--- config.mk ---
export PLATFORM = sky130hd
export DESIGN_NAME = blc_top
export DESIGN_NICKNAME = d
export VERILOG_FILES = /design/src/logic/blc_pkg.sv /design/src/logic/blc_debounce.sv /design/src/logic/blc_top.sv
export SDC_FILE = /design/constraint.sdc
export NUM_CORES = 1
export LEC_CHECK = 0
export ABC_AREA = 1
export BUFFER_PORTS_ARGS = -buffer_cell sky130_fd_sc_hd__buf_2
export CORE_ASPECT_RATIO = 0.7
export CORE_UTILIZATION = 59
export DETAILED_ROUTE_END_ITERATION = 12
export GPL_TIMING_DRIVEN = 0
export MAX_ROUTING_LAYER = met4
export PLACE_DENSITY_LB_ADDON = 0.2
export SLEW_MARGIN = 15
export SYNTH_ARGS = -nofsm -noshare
export SYNTH_HDL_FRONTEND = slang
export SYNTH_SLANG_ARGS = --single-unit
export TNS_END_PERCENT = 20
--- constraint.sdc ---
create_clock -name mclk -period 2.74 [get_ports mclk]
set_clock_uncertainty 0.2 [all_clocks]
set_input_delay 0.685 -clock mclk [delete_from_list [all_inputs] [get_ports mclk]]
set_output_delay 0.685 -clock mclk [all_outputs]
set_load 0.03 [all_outputs]
--- src/logic/blc_pkg.sv ---
// Shared constants and types for the button and indicator controller.
// Assumes one 50 MHz clock and an APB master with 32-bit data.
`default_nettype none

package blc_pkg;

   // =====================================================================
   // Clock and timing
   // =====================================================================
   localparam longint unsigned CLK_HZ        = 64'd50_000_000;
   localparam longint unsigned LONG_HOLD_MS  = 64'd3000;
   localparam longint unsigned BLINK1_MS     = 64'd1000;
   localparam longint unsigned BLINK2_MS     = 64'd500;
   localparam longint unsigned FAULT_US      = 64'd256;
   localparam longint unsigned HIB_MIN       = 64'd5;
   localparam longint unsigned DEBOUNCE_MS   = 64'd10;
   // Derived cycle counts (half periods toggle the blink phase)
   localparam longint unsigned LONG_HOLD_CYC = CLK_HZ / 1000 * LONG_HOLD_MS;
   localparam longint unsigned BLINK1_HALF   = CLK_HZ * BLINK1_MS / 2000;
   localparam longint unsigned BLINK2_HALF   = CLK_HZ * BLINK2_MS / 2000;
   localparam longint unsigned FAULT_HALF    = CLK_HZ * FAULT_US / 2_000_000;
   localparam longint unsigned HIB_CYC       = CLK_HZ * 60 * HIB_MIN;
   localparam longint unsigned DEBOUNCE_CYC  = CLK_HZ * DEBOUNCE_MS / 1000;
   localparam logic [4:0]      RST_PULSE_CYC = 5'h10;

   // =====================================================================
   // Buttons
   // =====================================================================
   localparam int BTN_WAKE = 0;
   localparam int BTN_SCAN = 1;
   localparam int BTN_RST  = 2;
   localparam int BTN_N    = 3;

   // =====================================================================
   // Register map
   // =====================================================================
   localparam logic [7:0]  OFS_CTRL     = 8'h00;
   localparam logic [7:0]  OFS_STATUS   = 8'h04;
   localparam logic [7:0]  OFS_IRQ_STAT = 8'h08;
   localparam logic [7:0]  OFS_IRQ_MASK = 8'h0C;
   localparam logic [31:0] CTRL_RST_VAL = 32'h0000_0001;
   localparam logic [5:0]  MASK_RST_VAL = 6'h00;

   // Control word: auto_hib steers the idle timer
   typedef struct packed {
      logic [28:0] rsvd;
      logic        radio_off;
      logic        fw_done;
      logic        auto_hib;
   } blc_ctrl_t;

   // Indicator set
   typedef struct packed {
      logic red;
      logic yellow;
      logic blue;
      logic green;
   } blc_led_t;

   // Status word as read by software
   typedef struct packed {
      logic [22:0] rsvd;
      blc_led_t    led;
      logic        rst_act;
      logic        link_up;
      logic        radio;
      logic        scanning;
      logic        awake;
   } blc_stat_word_t;

   // Sticky event bits, same layout in status and mask
   typedef struct packed {
      logic reset_done;
      logic hib;
      logic radio;
      logic scan_end;
      logic scan_start;
      logic wake;
   } blc_irq_t;

   // Flags from the rest of the system, same clock
   typedef struct packed {
      logic [7:0] sys_err;
      logic       link_err;
      logic       link_up;
      logic       scan_err;
      logic       scan_done;
      logic       charging;
      logic       batt_fault;
      logic       busy;
   } blc_sys_t;

   typedef enum logic [1:0] {
      MODE_HIB = 2'b01,
      MODE_ACT = 2'b10
   } blc_mode_t;

   // Debouncer state
   typedef struct packed {
      logic        s1;
      logic        s2;
      logic        lvl;
      logic [19:0] cnt;
   } blc_db_state_t;

   // Controller state
   typedef struct packed {
      blc_mode_t   mode;
      logic        scanning;
      logic        radio;
      logic [4:0]  rst_cnt;
      logic        fw_rst;
      logic        reconnect;
      logic        rst_out_n;
      logic [2:0]  btn_prev;
      logic [27:0] hold_cnt;
      logic [33:0] hib_cnt;
      logic [27:0] c1;
      logic [27:0] c2;
      logic [27:0] cf;
      logic        ph1;
      logic        ph2;
      logic        phf;
      blc_led_t    led;
      blc_ctrl_t   ctrl;
      blc_irq_t    irq_stat;
      blc_irq_t    irq_mask;
      logic        irq;
      logic        pready;
      logic [31:0] prdata;
      logic        pslverr;
   } blc_state_t;

endpackage

`default_nettype wire

--- src/logic/blc_debounce.sv ---
// Two-flop synchroniser and debouncer for one push button.
// Assumes an active-high raw button level from a pin.
`default_nettype none

module blc_debounce #(
   parameter logic [19:0] DB_CYC = 20'(blc_pkg::DEBOUNCE_CYC)
) (
   input  wire logic mclk,      // System clock
   input  wire logic rst_n,     // Async reset, active low
   input  wire logic btn_raw,   // Raw button pin
   output var  logic btn_level  // Debounced level
);

   blc_pkg::blc_db_state_t q;
   blc_pkg::blc_db_state_t d;

   // =====================================================================
   // Synchronise, then accept a level only after it stays stable
   // =====================================================================
   always_comb begin
      d = q;
      d.s1 = btn_raw;
      d.s2 = q.s1;
      if (q.s2 == q.lvl) begin
         d.cnt = 20'h0;
      end else if (q.cnt >= DB_CYC - 20'h1) begin
         d.lvl = q.s2;
         d.cnt = 20'h0;
      end else begin
         d.cnt = q.cnt + 20'h1;
      end
   end

   // State register
   always_ff @(posedge mclk or negedge rst_n) begin
      if (!rst_n) begin
         q <= '0;
      end else begin
         q <= d;
      end
   end

   assign btn_level = q.lvl;

endmodule

`default_nettype wire

--- src/logic/blc_top.sv ---
// Front-panel button and indicator controller with APB registers.
// Assumes one 50 MHz clock, buttons on pins, system flags on mclk.
//
// Design decisions made here: the address map and the APB register port.
`default_nettype none

module blc_top #(
   parameter logic [27:0] LONG_HOLD  = 28'(blc_pkg::LONG_HOLD_CYC),
   parameter logic [27:0] BLINK1_H   = 28'(blc_pkg::BLINK1_HALF),
   parameter logic [27:0] BLINK2_H   = 28'(blc_pkg::BLINK2_HALF),
   parameter logic [27:0] FAULT_H    = 28'(blc_pkg::FAULT_HALF),
   parameter logic [33:0] HIB_IDLE   = 34'(blc_pkg::HIB_CYC),
   parameter logic [19:0] DB_CYC     = 20'(blc_pkg::DEBOUNCE_CYC)
) (
   input  wire logic               mclk,          // System clock
   input  wire logic               rst_n,         // Async reset, low
   input  wire logic [2:0]         btn_raw,       // Wake, scan, reset pins
   input  wire blc_pkg::blc_sys_t  sys_flags,     // System status flags
   input  wire logic               psel,          // APB select
   input  wire logic               penable,       // APB enable
   input  wire logic               pwrite,        // APB write
   input  wire logic [7:0]         paddr,         // APB byte address
   input  wire logic [31:0]        pwdata,        // APB write data
   output var  logic [31:0]        prdata,        // APB read data
   output var  logic               pready,        // APB ready
   output var  logic               pslverr,       // APB error
   output var  blc_pkg::blc_led_t  led,           // Indicator drives
   output var  logic               lamp_en,       // Lamp enable
   output var  logic               radio_pwr,     // Wireless power
   output var  logic               sys_awake,     // System out of standby
   output var  logic               sys_rst_n_out, // Hardware reset, low
   output var  logic               host_reconnect,// Reconnect request pulse
   output var  logic               irq            // Interrupt level
);

   blc_pkg::blc_state_t q;
   blc_pkg::blc_state_t d;
   logic [2:0]          db;
   logic [2:0]          rise;
   logic [2:0]          fall;
   logic                acc;
   logic                hit;
   logic                short_rel;
   logic                long_rel;
   logic                activity;
   logic                in_rst;
   logic                active;

   // =====================================================================
   // Helpers
   // =====================================================================
   // Free-running half-period counter; top bit marks the wrap
   function automatic logic [28:0] blc_tick(input logic [27:0] c,
                                            input logic [27:0] lim);
      if (c >= lim - 28'h1) begin
         blc_tick = {1'b1, 28'h0};
      end else begin
         blc_tick = {1'b0, c + 28'h1};
      end
   endfunction

   // =====================================================================
   // Button conditioning
   // =====================================================================
   for (genvar i = 0; i < blc_pkg::BTN_N; i++) begin : g_btn
      blc_debounce #(
         .DB_CYC    (DB_CYC)
      ) u_db (
         .mclk      (mclk),
         .rst_n     (rst_n),
         .btn_raw   (btn_raw[i]),
         .btn_level (db[i])
      );
   end

   // Debounced edges and press classification
   assign rise      = db & ~q.btn_prev;
   assign fall      = ~db & q.btn_prev;
   assign in_rst    = (q.rst_cnt != 5'h0);
   assign active    = (q.mode == blc_pkg::MODE_ACT) && !in_rst;
   assign short_rel = fall[blc_pkg::BTN_SCAN] && (q.hold_cnt < LONG_HOLD);
   assign long_rel  = fall[blc_pkg::BTN_SCAN] && (q.hold_cnt >= LONG_HOLD);
   assign activity  = (|rise) || q.scanning || sys_flags.busy ||
                      (q.radio && sys_flags.link_up);

   // APB access phase completes on the edge that samples pready high
   assign acc = psel && penable && q.pready;
   assign hit = (paddr == blc_pkg::OFS_CTRL) ||
                (paddr == blc_pkg::OFS_STATUS) ||
                (paddr == blc_pkg::OFS_IRQ_STAT) ||
                (paddr == blc_pkg::OFS_IRQ_MASK);

   // =====================================================================
   // Next-state logic
   // =====================================================================
   always_comb begin
      blc_pkg::blc_irq_t   ev;
      blc_pkg::blc_irq_t   clr;
      blc_pkg::blc_ctrl_t  wctl;
      blc_pkg::blc_stat_word_t sw;
      logic [28:0]         t1;
      logic [28:0]         t2;
      logic [28:0]         tf;
      ev   = '0;
      clr  = '0;
      wctl = blc_pkg::blc_ctrl_t'(pwdata);
      sw   = '0;
      t1   = blc_tick(q.c1, BLINK1_H);
      t2   = blc_tick(q.c2, BLINK2_H);
      tf   = blc_tick(q.cf, FAULT_H);
      d    = q;
      d.btn_prev  = db;
      d.reconnect = 1'b0;
      d.ctrl.fw_done   = 1'b0;
      d.ctrl.radio_off = 1'b0;

      // Blink phase generators
      d.c1 = t1[27:0];
      d.c2 = t2[27:0];
      d.cf = tf[27:0];
      d.ph1 = q.ph1 ^ t1[28];
      d.ph2 = q.ph2 ^ t2[28];
      d.phf = q.phf ^ tf[28];

      // Hold time between debounced press and release
      if (!db[blc_pkg::BTN_SCAN]) begin
         d.hold_cnt = 28'h0;
      end else if (q.hold_cnt < LONG_HOLD) begin
         d.hold_cnt = q.hold_cnt + 28'h1;
      end

      // Wake from standby
      if (q.mode == blc_pkg::MODE_HIB && rise[blc_pkg::BTN_WAKE]) begin
         d.mode    = blc_pkg::MODE_ACT;
         d.hib_cnt = 34'h0;
         ev.wake   = 1'b1;
      end

      // Scan and radio requests from the scan button
      if (active && short_rel && !q.scanning) begin
         d.scanning    = 1'b1;
         ev.scan_start = 1'b1;
      end
      if (active && long_rel) begin
         d.radio  = 1'b1;
         ev.radio = 1'b1;
      end
      if (q.scanning && sys_flags.scan_done) begin
         d.scanning  = 1'b0;
         ev.scan_end = 1'b1;
      end

      // Idle timer drives automatic hibernation
      if (!active || activity || !q.ctrl.auto_hib) begin
         d.hib_cnt = 34'h0;
      end else if (q.hib_cnt >= HIB_IDLE - 34'h1) begin
         d.hib_cnt  = 34'h0;
         d.mode     = blc_pkg::MODE_HIB;
         d.scanning = 1'b0;
         d.radio    = 1'b0;
         ev.hib     = 1'b1;
      end else begin
         d.hib_cnt = q.hib_cnt + 34'h1;
      end

      // Register writes and read side effects
      if (acc && hit && pwrite) begin
         if (paddr == blc_pkg::OFS_CTRL) begin
            d.ctrl.auto_hib = wctl.auto_hib;
            if (wctl.radio_off) begin
               d.radio = 1'b0;
            end
            if (wctl.fw_done && !in_rst) begin
               d.rst_cnt = blc_pkg::RST_PULSE_CYC;
               d.fw_rst  = 1'b1;
            end
         end else if (paddr == blc_pkg::OFS_IRQ_MASK) begin
            d.irq_mask = blc_pkg::blc_irq_t'(pwdata[5:0]);
         end
      end
      if (acc && !pwrite && paddr == blc_pkg::OFS_IRQ_STAT) begin
         clr = q.irq_stat;
      end

      // Hardware reset pulse from the button
      if (rise[blc_pkg::BTN_RST] && !in_rst) begin
         d.rst_cnt = blc_pkg::RST_PULSE_CYC;
         d.fw_rst  = 1'b0;
      end
      if (in_rst) begin
         d.rst_cnt  = q.rst_cnt - 5'h1;
         d.scanning = 1'b0;
         d.radio    = 1'b0;
         d.mode     = blc_pkg::MODE_ACT;
         if (q.rst_cnt == 5'h1) begin
            ev.reset_done = 1'b1;
            d.reconnect   = q.fw_rst;
            d.fw_rst      = 1'b0;
         end
      end
      d.rst_out_n = (d.rst_cnt == 5'h0);

      // Sticky events: a new event wins over the read clear
      d.irq_stat = (q.irq_stat & ~clr) | ev;
      d.irq      = |(d.irq_stat & d.irq_mask);

      // Indicators; error pulsing overrides normal patterns, except green stays off in standby
      if (q.mode != blc_pkg::MODE_ACT) begin
         d.led.green = 1'b0;
      end else if (|sys_flags.sys_err) begin
         d.led.green = q.ph2;
      end else begin
         d.led.green = q.ph1;
      end
      if (sys_flags.link_err) begin
         d.led.blue = q.ph2;
      end else if (q.radio && sys_flags.link_up) begin
         d.led.blue = q.ph1;
      end else begin
         d.led.blue = q.radio;
      end
      d.led.yellow = sys_flags.scan_err ? q.ph2 : q.scanning;
      d.led.red    = sys_flags.batt_fault ? q.phf
                                          : sys_flags.charging;

      // APB answer: one wait state, then data with pready
      d.pready  = psel && penable && !q.pready;
      d.pslverr = 1'b0;
      d.prdata  = 32'h0000_0000;
      if (psel && penable && !q.pready) begin
         d.pslverr = !hit;
         if (!pwrite) begin
            if (paddr == blc_pkg::OFS_CTRL) begin
               d.prdata = 32'(q.ctrl);
            end else if (paddr == blc_pkg::OFS_STATUS) begin
               sw.led      = q.led;
               sw.rst_act  = in_rst;
               sw.link_up  = q.radio && sys_flags.link_up;
               sw.radio    = q.radio;
               sw.scanning = q.scanning;
               sw.awake    = (q.mode == blc_pkg::MODE_ACT);
               d.prdata    = 32'(sw);
            end else if (paddr == blc_pkg::OFS_IRQ_STAT) begin
               d.prdata = {26'h0, q.irq_stat | ev};
            end else if (paddr == blc_pkg::OFS_IRQ_MASK) begin
               d.prdata = {26'h0, q.irq_mask};
            end
         end
      end
   end

   // =====================================================================
   // State register
   // =====================================================================
   always_ff @(posedge mclk or negedge rst_n) begin
      if (!rst_n) begin
         q           <= '0;
         q.mode      <= blc_pkg::MODE_ACT;
         q.rst_out_n <= 1'b1;
         q.ctrl      <= blc_pkg::blc_ctrl_t'(blc_pkg::CTRL_RST_VAL);
         q.irq_mask  <= blc_pkg::blc_irq_t'(blc_pkg::MASK_RST_VAL);
      end else begin
         q <= d;
      end
   end

   // Outputs straight from the state register
   assign prdata         = q.prdata;
   assign pready         = q.pready;
   assign pslverr        = q.pslverr;
   assign led            = q.led;
   assign lamp_en        = q.scanning;
   assign radio_pwr      = q.radio;
   assign sys_awake      = (q.mode == blc_pkg::MODE_ACT);
   assign sys_rst_n_out  = q.rst_out_n;
   assign host_reconnect = q.reconnect;
   assign irq            = q.irq;
endmodule

`default_nettype wire

Word level (Yosys, flattened, before mapping). Index checks and enable logic that the tools add are counted.

Register bits: 285. Output and inout port bits: 44. Word-level logic and storage cells: 186.

Add/sub/neg operators: 9. Order comparisons: 9. Equality and inequality tests: 11. Mux-type cells: 50. Bitwise logic cells: 15. Reduce and logical (&&, ||, !) cells: 43.

Operator list (number): $mux 20 (6); $add 28x1->28 const B (4); $mux 29 (3); $mux 34 (2); $add 20x1->20 const B (3); $ge 20x19->1 const B (3); $mux 28 (2); $mux 6 (8); $add 34x1->34 const B (1); $ge 34x34->1 const B (1); $ge 28x13->1 const B (1); $ge 28x24->1 const B (1); $ge 28x25->1 const B (1); $ge 28x28->1 const B (1); $lt 28x28->1 const B (1); $mux 9 (3); $logic_and 1x1->1 (18); $mux 1 (18); $eq 8x4->1 const B (2); $mux 7 (2); $and 6x6->6 (2); $or 6x6->6 (2); $mux 11 (1); $mux 10 (1); 25 further kinds (50).

Depth between registers and ports, before layout. Gate-level depths: netlist of the first run.

Word-level depth: 16. Gate-level depth with buffers: 14. Depth with buffers taken out: 14.

Hierarchy. Synthesis of the first run repeated with hierarchy kept, for this count alone.

Cells, all modules: 1799. Area total of the unflattened synthesis: 14266.2 µm².

Modules (own cells, without submodules): blc_top (instances 1, cells each 1334, area an instance 10516.3 µm², sequential area each 4833.4 µm²); blc_debounce (instances 3, cells each 155, area an instance 1249.9 µm², sequential area each 575.6 µm²).

Least setup slack after synthesis of the first run. Ideal clock, no wire load.

Path kind: input -> register. Start: input port paddr[7]. End: register q, in the netlist irq. Setup time: 0.119 ns. Arrival time: 1.786 ns. Slack: 0.635 ns. Stages: 12. Buffers on the path: 0. Path through: nor2_2 > nand2_4 > nor2_1 > nor2_2 > nand2_4 > nand3_4 > nand2_1 > nand2_2 > nand2_1 > nand2_1 > nor2_1 > nand2_1.

RTL lines: start, declared (RTL line blc_top.sv:22) `input wire logic [7:0] paddr,`; end, declared (RTL line blc_top.sv:36) `blc_pkg::blc_state_t q;`.

Worst setup path after layout of the first run.
Start: register q[246] in the netlist's numbering. End: output port sys_awake.

Cells in the longest elaborated chain, start to end: 1.

Ends and longest elaborated chain: $eq 2x2->1 (RTL line blc_top.sv:274) `assign sys_awake = (q.mode == blc_pkg::MODE_ACT);`; end, declared (RTL line blc_top.sv:30) `output var logic sys_awake,`.

Every way passes these cells.

==> results of run 1 <==
synth_stat cells, types with 3 or more instances:
cell type                    n  area, um2
sky130_fd_sc_hd__a211oi_1    7       52.6
sky130_fd_sc_hd__a21oi_1    68        340
sky130_fd_sc_hd__a31oi_1    10       62.6
sky130_fd_sc_hd__and2_1      3       18.8
sky130_fd_sc_hd__and3_1      5       31.3
sky130_fd_sc_hd__buf_2      10       50.1
sky130_fd_sc_hd__buf_4      39        293
sky130_fd_sc_hd__dfrtp_1   259       6480
sky130_fd_sc_hd__dfstp_2     3       78.8
sky130_fd_sc_hd__ha_1       12        150
sky130_fd_sc_hd__inv_1     195        732
sky130_fd_sc_hd__inv_2      15       56.3
sky130_fd_sc_hd__nand2_1   289       1080
sky130_fd_sc_hd__nand2_2     8       50.1
sky130_fd_sc_hd__nand3_1    91        455
sky130_fd_sc_hd__nand3_2     3       30.0
sky130_fd_sc_hd__nand3_4     3       52.6
sky130_fd_sc_hd__nand3b_1    9       67.6
sky130_fd_sc_hd__nand4_1    43        269
sky130_fd_sc_hd__nand4_2     3       37.5
sky130_fd_sc_hd__nor2_1    272       1020
sky130_fd_sc_hd__nor2_2     13       81.3
sky130_fd_sc_hd__nor2_4      8       90.1
sky130_fd_sc_hd__nor3_1     89        445
sky130_fd_sc_hd__nor3_2      7       70.1
sky130_fd_sc_hd__nor3b_1    14        105
sky130_fd_sc_hd__nor4_1     22        138
sky130_fd_sc_hd__o211ai_1    4       30.0
sky130_fd_sc_hd__o21ai_0    50        250
sky130_fd_sc_hd__o21ai_1     6       30.0
sky130_fd_sc_hd__o31ai_1     3       22.5
sky130_fd_sc_hd__or2_1       3       18.8
sky130_fd_sc_hd__or2_2       3       18.8
sky130_fd_sc_hd__xnor2_1    18        158
sky130_fd_sc_hd__xor2_1     47        412
critical path: stages, from the launching register on:
cell                      delay, ns
sky130_fd_sc_hd__dfstp_2       0.51
sky130_fd_sc_hd__inv_1         0.06
sky130_fd_sc_hd__nor2_2        0.32
sky130_fd_sc_hd__buf_2         0.28
how the worst max path moves through the flow:
| stage | start | end | slack, ns | depth (start not counted) |
|---|---|---|---|---|
| 6_report | q[246] | sys_awake | 0.16 | 3 |
| 5_1_grt | q[246] | sys_awake | 0.14 | 3 |
| 3_3_place_gp | rst_n | q[132] | -3.92 | 1 |
| 2_1_floorplan | paddr[7] | irq | 0.64 | 12 |
| 3_5_place_dp | paddr[7] | irq | 0.15 | 13 |
| 4_1_cts | q[246] | sys_awake | 0.17 | 3 |
through the flow:
step | utilization | total power, uW | TNS, ns | hold WS, ns | cell area [um2]
after floorplan | - | 4630 | 0 | 0.131 | 13700
after global placement | 0.652 | 4840 | -1012.36 | 0.135 | 14400
after detailed placement | 0.655 | 4880 | 0 | 0.136 | 14500
after CTS | 0.693 | 8380 | 0 | 0.0229 | 15300
after global routing | 0.693 | 8620 | 0 | 0.0526 | 15300
final | 0.693 | 8310 | 0 | -0.00953 | 15300
cell type report:
class | count | area (um2)
timing repair buffer | 59 | 350
inverter | 210 | 788
tap | 305 | 382
multi-input combinational | 1186 | 6030
clock buffer | 37 | 773
sequential | 262 | 6560
fill | 1811 | 6780
clock inverter | 6 | 57.6
buffer | 52 | 354
cell families after synthesis:
group                      after synthesis  synth area share
and+or+nand+nor                        896             0.309
DFF                                    262             0.484
buffers and inverters                  262            0.0843
AOI/OAI and AO/OA                      163            0.0674
xor gates and xnor gates                65            0.0420
adders and majority gates               12            0.0111
muxes                                    2           0.00166
other                                    1          0.000277
metal layers:
layer  track usage  wire, um  vias up  part of all wire
li1              -         -     5620                 -
met1         0.392     14300     5277              0.49
met2         0.380     12400      340              0.43
met3        0.0388      1700       47             0.059
met4        0.0588       559        0             0.019
met5             -         0        -                 0
flip-flops by register name, indices dropped and copies added, names as in the netlist, 3 cells and up:
name	count
q	173
g_btn.u_db.q	63
prdata	9
led	4
g_btn.u_db.btn_level	3
g_btn.u_db.d	3
power by group:
group | total, uW | switching, uW | internal [uW]
Clock | 3490 | 1460 | 2040
Combinational | 717 | 472 | 245
Sequential | 4100 | 101 | 4000
Total | 8310 | 2030 | 6280
timing repair:
action                                  in CTS  in global routing
gates resized for setup                      1                  0
endpoints found under the setup margin       1                  0
hold buffers                                 0                  0
placed cells by master (no fill, tap or decap), types with 12 or more instances in the layout:
| cell type | count |
|---|---|
| sky130_fd_sc_hd__nand2_1 | 289 |
| sky130_fd_sc_hd__nor2_1 | 271 |
| sky130_fd_sc_hd__dfrtp_1 | 259 |
| sky130_fd_sc_hd__inv_1 | 195 |
| sky130_fd_sc_hd__nand3_1 | 91 |
| sky130_fd_sc_hd__nor3_1 | 89 |
| sky130_fd_sc_hd__a21oi_1 | 68 |
| sky130_fd_sc_hd__buf_2 | 66 |
| sky130_fd_sc_hd__o21ai_0 | 50 |
| sky130_fd_sc_hd__conb_1 | 48 |
| sky130_fd_sc_hd__xor2_1 | 47 |
| sky130_fd_sc_hd__nand4_1 | 43 |
| sky130_fd_sc_hd__buf_4 | 39 |
| sky130_fd_sc_hd__clkbuf_16 | 27 |
| sky130_fd_sc_hd__nor4_1 | 22 |
| sky130_fd_sc_hd__xnor2_1 | 18 |
| sky130_fd_sc_hd__inv_2 | 15 |
| sky130_fd_sc_hd__nor2_2 | 14 |
| sky130_fd_sc_hd__nor3b_1 | 14 |
| sky130_fd_sc_hd__ha_1 | 12 |
==> impl_results.html, run 1 <==
<table>
<tr><th>Metric</th><th>Value</th></tr>
<tr><th colspan="2">Run status</th></tr>
<tr><td>Status</td><td>finished, violations left</td></tr>
<tr><td>Failing checks</td><td>hold timing</td></tr>
<tr><th colspan="2">Route</th></tr>
<tr><td>DR WL/cell</td><td>13.7 um</td></tr>
<tr><td>First-pass DRT Iterations</td><td>6</td></tr>
<tr><td>Via Count</td><td>11,284</td></tr>
<tr><td>Total wire length after detailed routing</td><td>28.9 mm</td></tr>
<tr><td>Number of vias per cell after detailed routing</td><td>5.33</td></tr>
<tr><td>Number of DRC markers after the initial detailed-route iteration</td><td>951</td></tr>
<tr><td>Number of design rule violations left after detail routing</td><td>0</td></tr>
<tr><td>Detail Route Antenna Nets</td><td>0</td></tr>
<tr><th colspan="2">Finish</th></tr>
<tr><td>Ant diodes</td><td>0</td></tr>
<tr><td>Share of final-layout standard cells stronger than drive strength 1</td><td>0.125</td></tr>
<tr><td>Final non-filler cell total</td><td>2,117</td></tr>
<tr><td>Final nets</td><td>1,872</td></tr>
<tr><td>Area growth, synth to finish</td><td>12.9%</td></tr>
<tr><th colspan="2">Clock network</th></tr>
<tr><td>Clock transition time at the flip-flop clock pins of the worst setup and hold paths</td><td>0.06 ns</td></tr>
<tr><td>Clock latency reported for the late side of the worst-skew pair</td><td>0.53 ns</td></tr>
<tr><td>Number of sinks on the clock net</td><td>262</td></tr>
<tr><td>Cell chosen for the clock root</td><td>sky130_fd_sc_hd__clkbuf_16</td></tr>
<tr><td>TritonCTS clock tree</td><td>done</td></tr>
<tr><td>Post-CTS setup buffer count</td><td>0</td></tr>
<tr><td>Maximum root-to-sink buffer count</td><td>3</td></tr>
<tr><td>Number of clock buffers inserted by TritonCTS</td><td>26</td></tr>
<tr><td>H-tree Lvls</td><td>1</td></tr>
<tr><th colspan="2">Global route</th></tr>
<tr><td>Initial antenna violation count</td><td>0</td></tr>
<tr><td>Maximum number of pins on one net before global-route repair</td><td>101</td></tr>
<tr><td>Total track usage</td><td>0.263</td></tr>
<tr><td>Wire length of the first global-routing pass</td><td>49.5 mm</td></tr>
<tr><td>Vias in the first global route</td><td>10,552</td></tr>
<tr><td>Global route overflow</td><td>0</td></tr>
<tr><th colspan="2">STA</th></tr>
<tr><td>Final hold viol count</td><td>9</td></tr>
<tr><td>Final count of pins violating max slew</td><td>0</td></tr>
<tr><td>Setup repair after global routing missed its margin</td><td>no</td></tr>
<tr><td>Final Worst Setup Slack</td><td>0.159 ns</td></tr>
<tr><td>Worst hold slack</td><td>-0.00953 ns</td></tr>
<tr><td>Max-slew headroom at the worst pin</td><td>0.515</td></tr>
<tr><td>Max Fclk</td><td>387 MHz</td></tr>
<tr><td>Period minus WS final</td><td>2.58 ns</td></tr>
<tr><td>Final Cycle Share</td><td>0.942</td></tr>
<tr><td>Final setup viols</td><td>0</td></tr>
<tr><td>Actual slew at the worst max-slew pin</td><td>0.728 ns</td></tr>
<tr><th colspan="2">Setup path</th></tr>
<tr><td>Setup crit end kind</td><td>output port</td></tr>
<tr><td>Worst reg2reg setup slack</td><td>0.50 ns</td></tr>
<tr><td>Maximum fanout encountered on the critical timing path</td><td>4</td></tr>
<tr><td>Required time at the endpoint of the critical path</td><td>1.86 ns</td></tr>
<tr><td>Critical path type</td><td>flop to output port</td></tr>
<tr><td>Crit Reg-Reg Endpoint</td><td>q[192]</td></tr>
<tr><td>Type of element launching the critical path</td><td>flop</td></tr>
<tr><td>Number of cells traversed by the worst register-to-register path</td><td>11</td></tr>
<tr><td>Worst endpoint data arrival time</td><td>1.70 ns</td></tr>
<tr><td>Worst R2R Start</td><td>q[238]</td></tr>
<tr><th colspan="2">Floorplanning</th></tr>
<tr><td>FP Rows</td><td>45</td></tr>
<tr><td>Die Width</td><td>183 um</td></tr>
<tr><td>Height of the die</td><td>129 um</td></tr>
<tr><td>Core outline area</td><td>22,100 um2</td></tr>
<tr><td>Die area</td><td>23,600 um2</td></tr>
<tr><td>Top Ports</td><td>107</td></tr>
<tr><td>Initial standard-cell utilization of the core</td><td>0.614</td></tr>
<tr><th colspan="2">Logic synthesis</th></tr>
<tr><td>Post-Syn Area</td><td>13,500 um2</td></tr>
<tr><td>Sequential fraction of the synthesis area</td><td>0.484</td></tr>
<tr><td>EDFF count, synth</td><td>0</td></tr>
<tr><td>Dominant register cell in the synthesized netlist</td><td>sky130_fd_sc_hd__dfrtp_1</td></tr>
<tr><td>Flops &amp; latches, synth</td><td>262</td></tr>
<tr><td>Cells after Synth</td><td>1,663</td></tr>
<tr><td>Ys async rst share</td><td>1.00</td></tr>
<tr><td>Mean Syn Cell Area</td><td>8.15 um2</td></tr>
<tr><td>Yosys Warn Count</td><td>0</td></tr>
<tr><td>Library cells used by synthesis</td><td>55</td></tr>
<tr><th colspan="2">Hold path</th></tr>
<tr><td>Hold Path Class</td><td>input port to async pin</td></tr>
<tr><th colspan="2">Place</th></tr>
<tr><td>Final HPWL from detailed placement</td><td>21.1 mm</td></tr>
<tr><td>Total placed cells including tap cells</td><td>2,074</td></tr>
<tr><td>Global placement routability congestion</td><td>0.909</td></tr>
<tr><td>Number of port buffers</td><td>57</td></tr>
<tr><td>Worst slack at placement</td><td>0.147 ns</td></tr>
<tr><th colspan="2">Flow run</th></tr>
<tr><td>Max-capacitance violation count</td><td>0</td></tr>
<tr><th colspan="2">Power and ir drop</th></tr>
<tr><td>Leakage power of the design</td><td>0.00687 uW</td></tr>
<tr><td>Largest vdd supply drop</td><td>0.564 mV</td></tr>
<tr><td>Power per standard cell area</td><td>543 nW/um2</td></tr>
</table>
No activity file was read; power rests on OpenSTA's default activity.
==> run 2, diff against run 1 <==
Settings changed: CTS_BUF_LIST set to sky130_fd_sc_hd__clkbuf_8 sky130_fd_sc_hd__clkbuf_16, SYNTH_HIERARCHICAL set to 1.
==> impl_results.html, run 2 <==
<table>
<tr><th>Metric</th><th>Value</th></tr>
<tr><th colspan="2">Run status</th></tr>
<tr><td>Status</td><td>completed</td></tr>
<tr><th colspan="2">Clock network</th></tr>
<tr><td>Number of clock buffers inserted by TritonCTS</td><td>27 (+3.8%)</td></tr>
<tr><td>Clock latency reported for the late side of the worst-skew pair</td><td>0.54 ns (about the same)</td></tr>
<tr><td>Clock transition time at the flip-flop clock pins of the worst setup and hold paths</td><td>0.06 ns (about the same)</td></tr>
<tr><td>Number of sinks on the clock net</td><td>262 (unchanged)</td></tr>
<tr><td>Cell chosen for the clock root</td><td>sky130_fd_sc_hd__clkbuf_16</td></tr>
<tr><td>TritonCTS clock tree</td><td>done</td></tr>
<tr><td>Resized Gates After CTS</td><td>0 (-1)</td></tr>
<tr><td>H-tree Lvls</td><td>1 (unchanged)</td></tr>
<tr><td>Post-CTS setup buffer count</td><td>0 (unchanged)</td></tr>
<tr><td>Maximum root-to-sink buffer count</td><td>3 (unchanged)</td></tr>
<tr><th colspan="2">Finish</th></tr>
<tr><td>Register with the highest flop count</td><td>q</td></tr>
<tr><td>Final nets</td><td>2,007 (+7.2%)</td></tr>
<tr><td>Commonest cells after routing, fill and taps aside</td><td>419 x sky130_fd_sc_hd__nand2_1, 307 x sky130_fd_sc_hd__nor2_1, 259 x sky130_fd_sc_hd__dfrtp_1, 189 x sky130_fd_sc_hd__inv_1, 99 x sky130_fd_sc_hd__nand3_1</td></tr>
<tr><td>Final cell utilization of the core</td><td>0.682 (-0.0107)</td></tr>
<tr><td>Area growth, synth to finish</td><td>13.3%</td></tr>
<tr><td>Commonest non-fill, non-tap cell in the layout</td><td>sky130_fd_sc_hd__nand2_1</td></tr>
<tr><td>Number of flip-flops in the largest register</td><td>173 (unchanged)</td></tr>
<tr><td>Ant diodes</td><td>0 (unchanged)</td></tr>
<tr><td>Share of final-layout standard cells stronger than drive strength 1</td><td>0.145 (+0.0203)</td></tr>
<tr><th colspan="2">STA</th></tr>
<tr><td>Max-slew headroom at the worst pin</td><td>0.576 (+0.0613)</td></tr>
<tr><td>Final hold viol count</td><td>0 (-9)</td></tr>
<tr><td>Final Cycle Share</td><td>0.920 (-0.0215)</td></tr>
<tr><td>Final count of pins violating max slew</td><td>0 (unchanged)</td></tr>
<tr><td>Worst hold slack</td><td>0.0482 ns (+0.0577 ns)</td></tr>
<tr><td>Period minus WS final</td><td>2.52 ns (-0.0588 ns)</td></tr>
<tr><td>Final setup viols</td><td>0 (unchanged)</td></tr>
<tr><td>Max Fclk</td><td>397 MHz (+2.3%)</td></tr>
<tr><td>Actual slew at the worst max-slew pin</td><td>0.636 ns (-0.0919 ns)</td></tr>
<tr><td>Setup repair after global routing missed its margin</td><td>no</td></tr>
<tr><th colspan="2">Route</th></tr>
<tr><td>First-pass DRT Iterations</td><td>5 (-1)</td></tr>
<tr><td>Detail Route Antenna Nets</td><td>0 (unchanged)</td></tr>
<tr><td>Via Count</td><td>11,995 (+6.3%)</td></tr>
<tr><td>Number of vias per cell after detailed routing</td><td>5.28 (-0.86%)</td></tr>
<tr><td>DR WL/cell</td><td>13.6 um (-0.59%)</td></tr>
<tr><td>Number of design rule violations left after detail routing</td><td>0 (unchanged)</td></tr>
<tr><td>Total wire length after detailed routing</td><td>30.8 mm (+6.6%)</td></tr>
<tr><td>Number of DRC markers after the initial detailed-route iteration</td><td>1,083 (+14%)</td></tr>
<tr><th colspan="2">Place</th></tr>
<tr><td>Number of port buffers</td><td>57 (unchanged)</td></tr>
<tr><td>Global placement routability congestion</td><td>0.947 (+4.2%)</td></tr>
<tr><td>Final HPWL from detailed placement</td><td>22.8 mm (+7.9%)</td></tr>
<tr><th colspan="2">Logic synthesis</th></tr>
<tr><td>Yosys Warn Count</td><td>6 (+6)</td></tr>
<tr><td>Mean Syn Cell Area</td><td>7.93 um2 (-2.7%)</td></tr>
<tr><td>Flops &amp; latches, synth</td><td>262 (unchanged)</td></tr>
<tr><td>Top-count cell post-synth</td><td>sky130_fd_sc_hd__nand2_1</td></tr>
<tr><td>Sequential fraction of the synthesis area</td><td>0.460 (-0.0243)</td></tr>
<tr><td>Dominant register cell in the synthesized netlist</td><td>sky130_fd_sc_hd__dfrtp_1</td></tr>
<tr><td>EDFF count, synth</td><td>0 (unchanged)</td></tr>
<tr><td>Ys async rst share</td><td>1.00 (unchanged)</td></tr>
<tr><td>Cells after Synth</td><td>1,799 (+8.2%)</td></tr>
<tr><td>Library cells used by synthesis</td><td>56 (+1.8%)</td></tr>
<tr><td>Commonest cells post-synth</td><td>419 x sky130_fd_sc_hd__nand2_1, 307 x sky130_fd_sc_hd__nor2_1, 259 x sky130_fd_sc_hd__dfrtp_1</td></tr>
<tr><td>Cell taking the most area after synthesis</td><td>sky130_fd_sc_hd__dfrtp_1</td></tr>
<tr><td>Area contributors post-synth</td><td>sky130_fd_sc_hd__dfrtp_1 45%, sky130_fd_sc_hd__nand2_1 11%, sky130_fd_sc_hd__nor2_1 8.1%, sky130_fd_sc_hd__inv_1 4.9%, sky130_fd_sc_hd__xor2_1 3.5%</td></tr>
<tr><td>Top cell type's share of synthesized area</td><td>0.454 (-0.0240)</td></tr>
<tr><td>Post-Syn Area</td><td>14,300 um2 (+5.3%)</td></tr>
<tr><th colspan="2">Global route</th></tr>
<tr><td>Initial antenna violation count</td><td>0 (unchanged)</td></tr>
<tr><td>Vias in the first global route</td><td>11,202 (+6.2%)</td></tr>
<tr><td>Wire length of the first global-routing pass</td><td>52.9 mm (+6.7%)</td></tr>
<tr><td>Maximum number of pins on one net before global-route repair</td><td>100 (-0.99%)</td></tr>
<tr><td>Total track usage</td><td>0.264 (+0.00129)</td></tr>
<tr><td>Global route overflow</td><td>0 (unchanged)</td></tr>
<tr><th colspan="2">Power and ir drop</th></tr>
<tr><td>Power consumption</td><td>8800 uW (+5.9%)</td></tr>
<tr><td>Largest vdd supply drop</td><td>0.486 mV (-14%)</td></tr>
<tr><td>Leakage power of the design</td><td>0.00740 uW (+7.6%)</td></tr>
<tr><td>Power per standard cell area</td><td>544 nW/um2 (+0.14%)</td></tr>
<tr><th colspan="2">Setup path</th></tr>
<tr><td>Type of element launching the critical path</td><td>flop</td></tr>
<tr><td>Worst endpoint data arrival time</td><td>1.64 ns (-0.06 ns)</td></tr>
<tr><td>Required time at the endpoint of the critical path</td><td>1.86 ns (about the same)</td></tr>
<tr><td>Critical path type</td><td>flop to output port</td></tr>
<tr><td>Setup crit end kind</td><td>output port</td></tr>
<tr><td>Maximum fanout encountered on the critical timing path</td><td>4 (unchanged)</td></tr>
<tr><th colspan="2">Floorplanning</th></tr>
<tr><td>Height of the die</td><td>132 um (+2.6%)</td></tr>
<tr><td>Die area</td><td>24,800 um2 (+5.2%)</td></tr>
<tr><td>Core outline area</td><td>23,700 um2 (+7.4%)</td></tr>
<tr><td>Top Ports</td><td>107 (unchanged)</td></tr>
<tr><td>Initial standard-cell utilization of the core</td><td>0.602 (-0.0119)</td></tr>
<tr><td>FP Rows</td><td>47 (+4.4%)</td></tr>
<tr><td>Die Width</td><td>188 um (+2.6%)</td></tr>
<tr><th colspan="2">Hold path</th></tr>
<tr><td>Hold Path Class</td><td>input port to flop</td></tr>
<tr><th colspan="2">Flow run</th></tr>
<tr><td>Max-capacitance violation count</td><td>0 (unchanged)</td></tr>
</table>
[run 2: worst paths after layout]
check | from | to | slack, ns | cells after the start
max in group asynchronous | rst_n | sys_rst_n_out | 0.88 | 3
min in group asynchronous | rst_n | g_btn[1].u_db/q[8] | 0.54 | 2
worst max register to register | g_btn[1].u_db/btn_level | q[190] | 0.40 | 10
worst min register to register | g_btn[1].u_db/d[21] | g_btn[1].u_db/q[21] | 0.15 | 0
worst min-delay path | btn_raw[1] | g_btn[1].u_db/d[21] | 0.05 | 1
worst max-delay path | q[246] | sys_awake | 0.22 | 3
[run 2: cell families after synthesis]
group	count (synthesis)	share of synthesized area
compound gates	114	0.0474
xor+xnor	81	0.0497
mux	1	0.000789
simple gates	1071	0.351
flops	262	0.460
fa+ha+maj	12	0.0105
buf+inv	254	0.0802
other cells	4	0.00105
[run 2: what timing repair did]
action | 4_1_cts | 5_1_grt
endpoints found under the setup margin | 0 | 0
hold buffers | 1 | 0
hold endpoints to repair | 80 | 0
[run 2: per-layer routing]
| layer | vias up | wire [um] | GRT usage |
|---|---|---|---|
| met5 | - | 0 | - |
| met4 | 0 | 649 | 0.0587 |
| met3 | 56 | 1920 | 0.0354 |
| met2 | 360 | 13500 | 0.397 |
| met1 | 5659 | 14800 | 0.383 |
| li1 | 5920 | - | - |
[run 2: worst max-delay path, stage by stage (launching register included)]
cell and delay, ns:
sky130_fd_sc_hd__dfstp_2 0.51, sky130_fd_sc_hd__inv_1 0.06, sky130_fd_sc_hd__nor2_2 0.23, sky130_fd_sc_hd__buf_2 0.28
[run 2: final cells by class]
type | instances | area (um2)
sequential | 262 | 6560
multi-input combinational | 1327 | 6730
buffer | 54 | 393
clock buffer | 33 | 758
fill | 1974 | 7530
tap | 318 | 398
clock inverter | 16 | 218
inverter | 200 | 751
timing repair buffer | 60 | 360
[run 2: report_power, final]
part | leakage [uW] | switching [uW] | internal, uW | total, uW
Sequential | 0.00351 | 81.5 | 3990 | 4080
Combinational | 0.00339 | 500 | 236 | 736
Clock | 0.000495 | 1550 | 2430 | 3990
Total | 0.00740 | 2130 | 6660 | 8800
[run 2: per-stage QoR]
step	area [um2]	setup WS (ns)	cells	TNS, ns
finish	16200	0.218	2270	0
global route	16200	0.160	2270	0
CTS	16200	0.179	2270	0
detailed placement	15200	0.289	2220	0
global placement	15100	-3.96	2218	-1022.41
floorplan	14400	0.670	1843	0
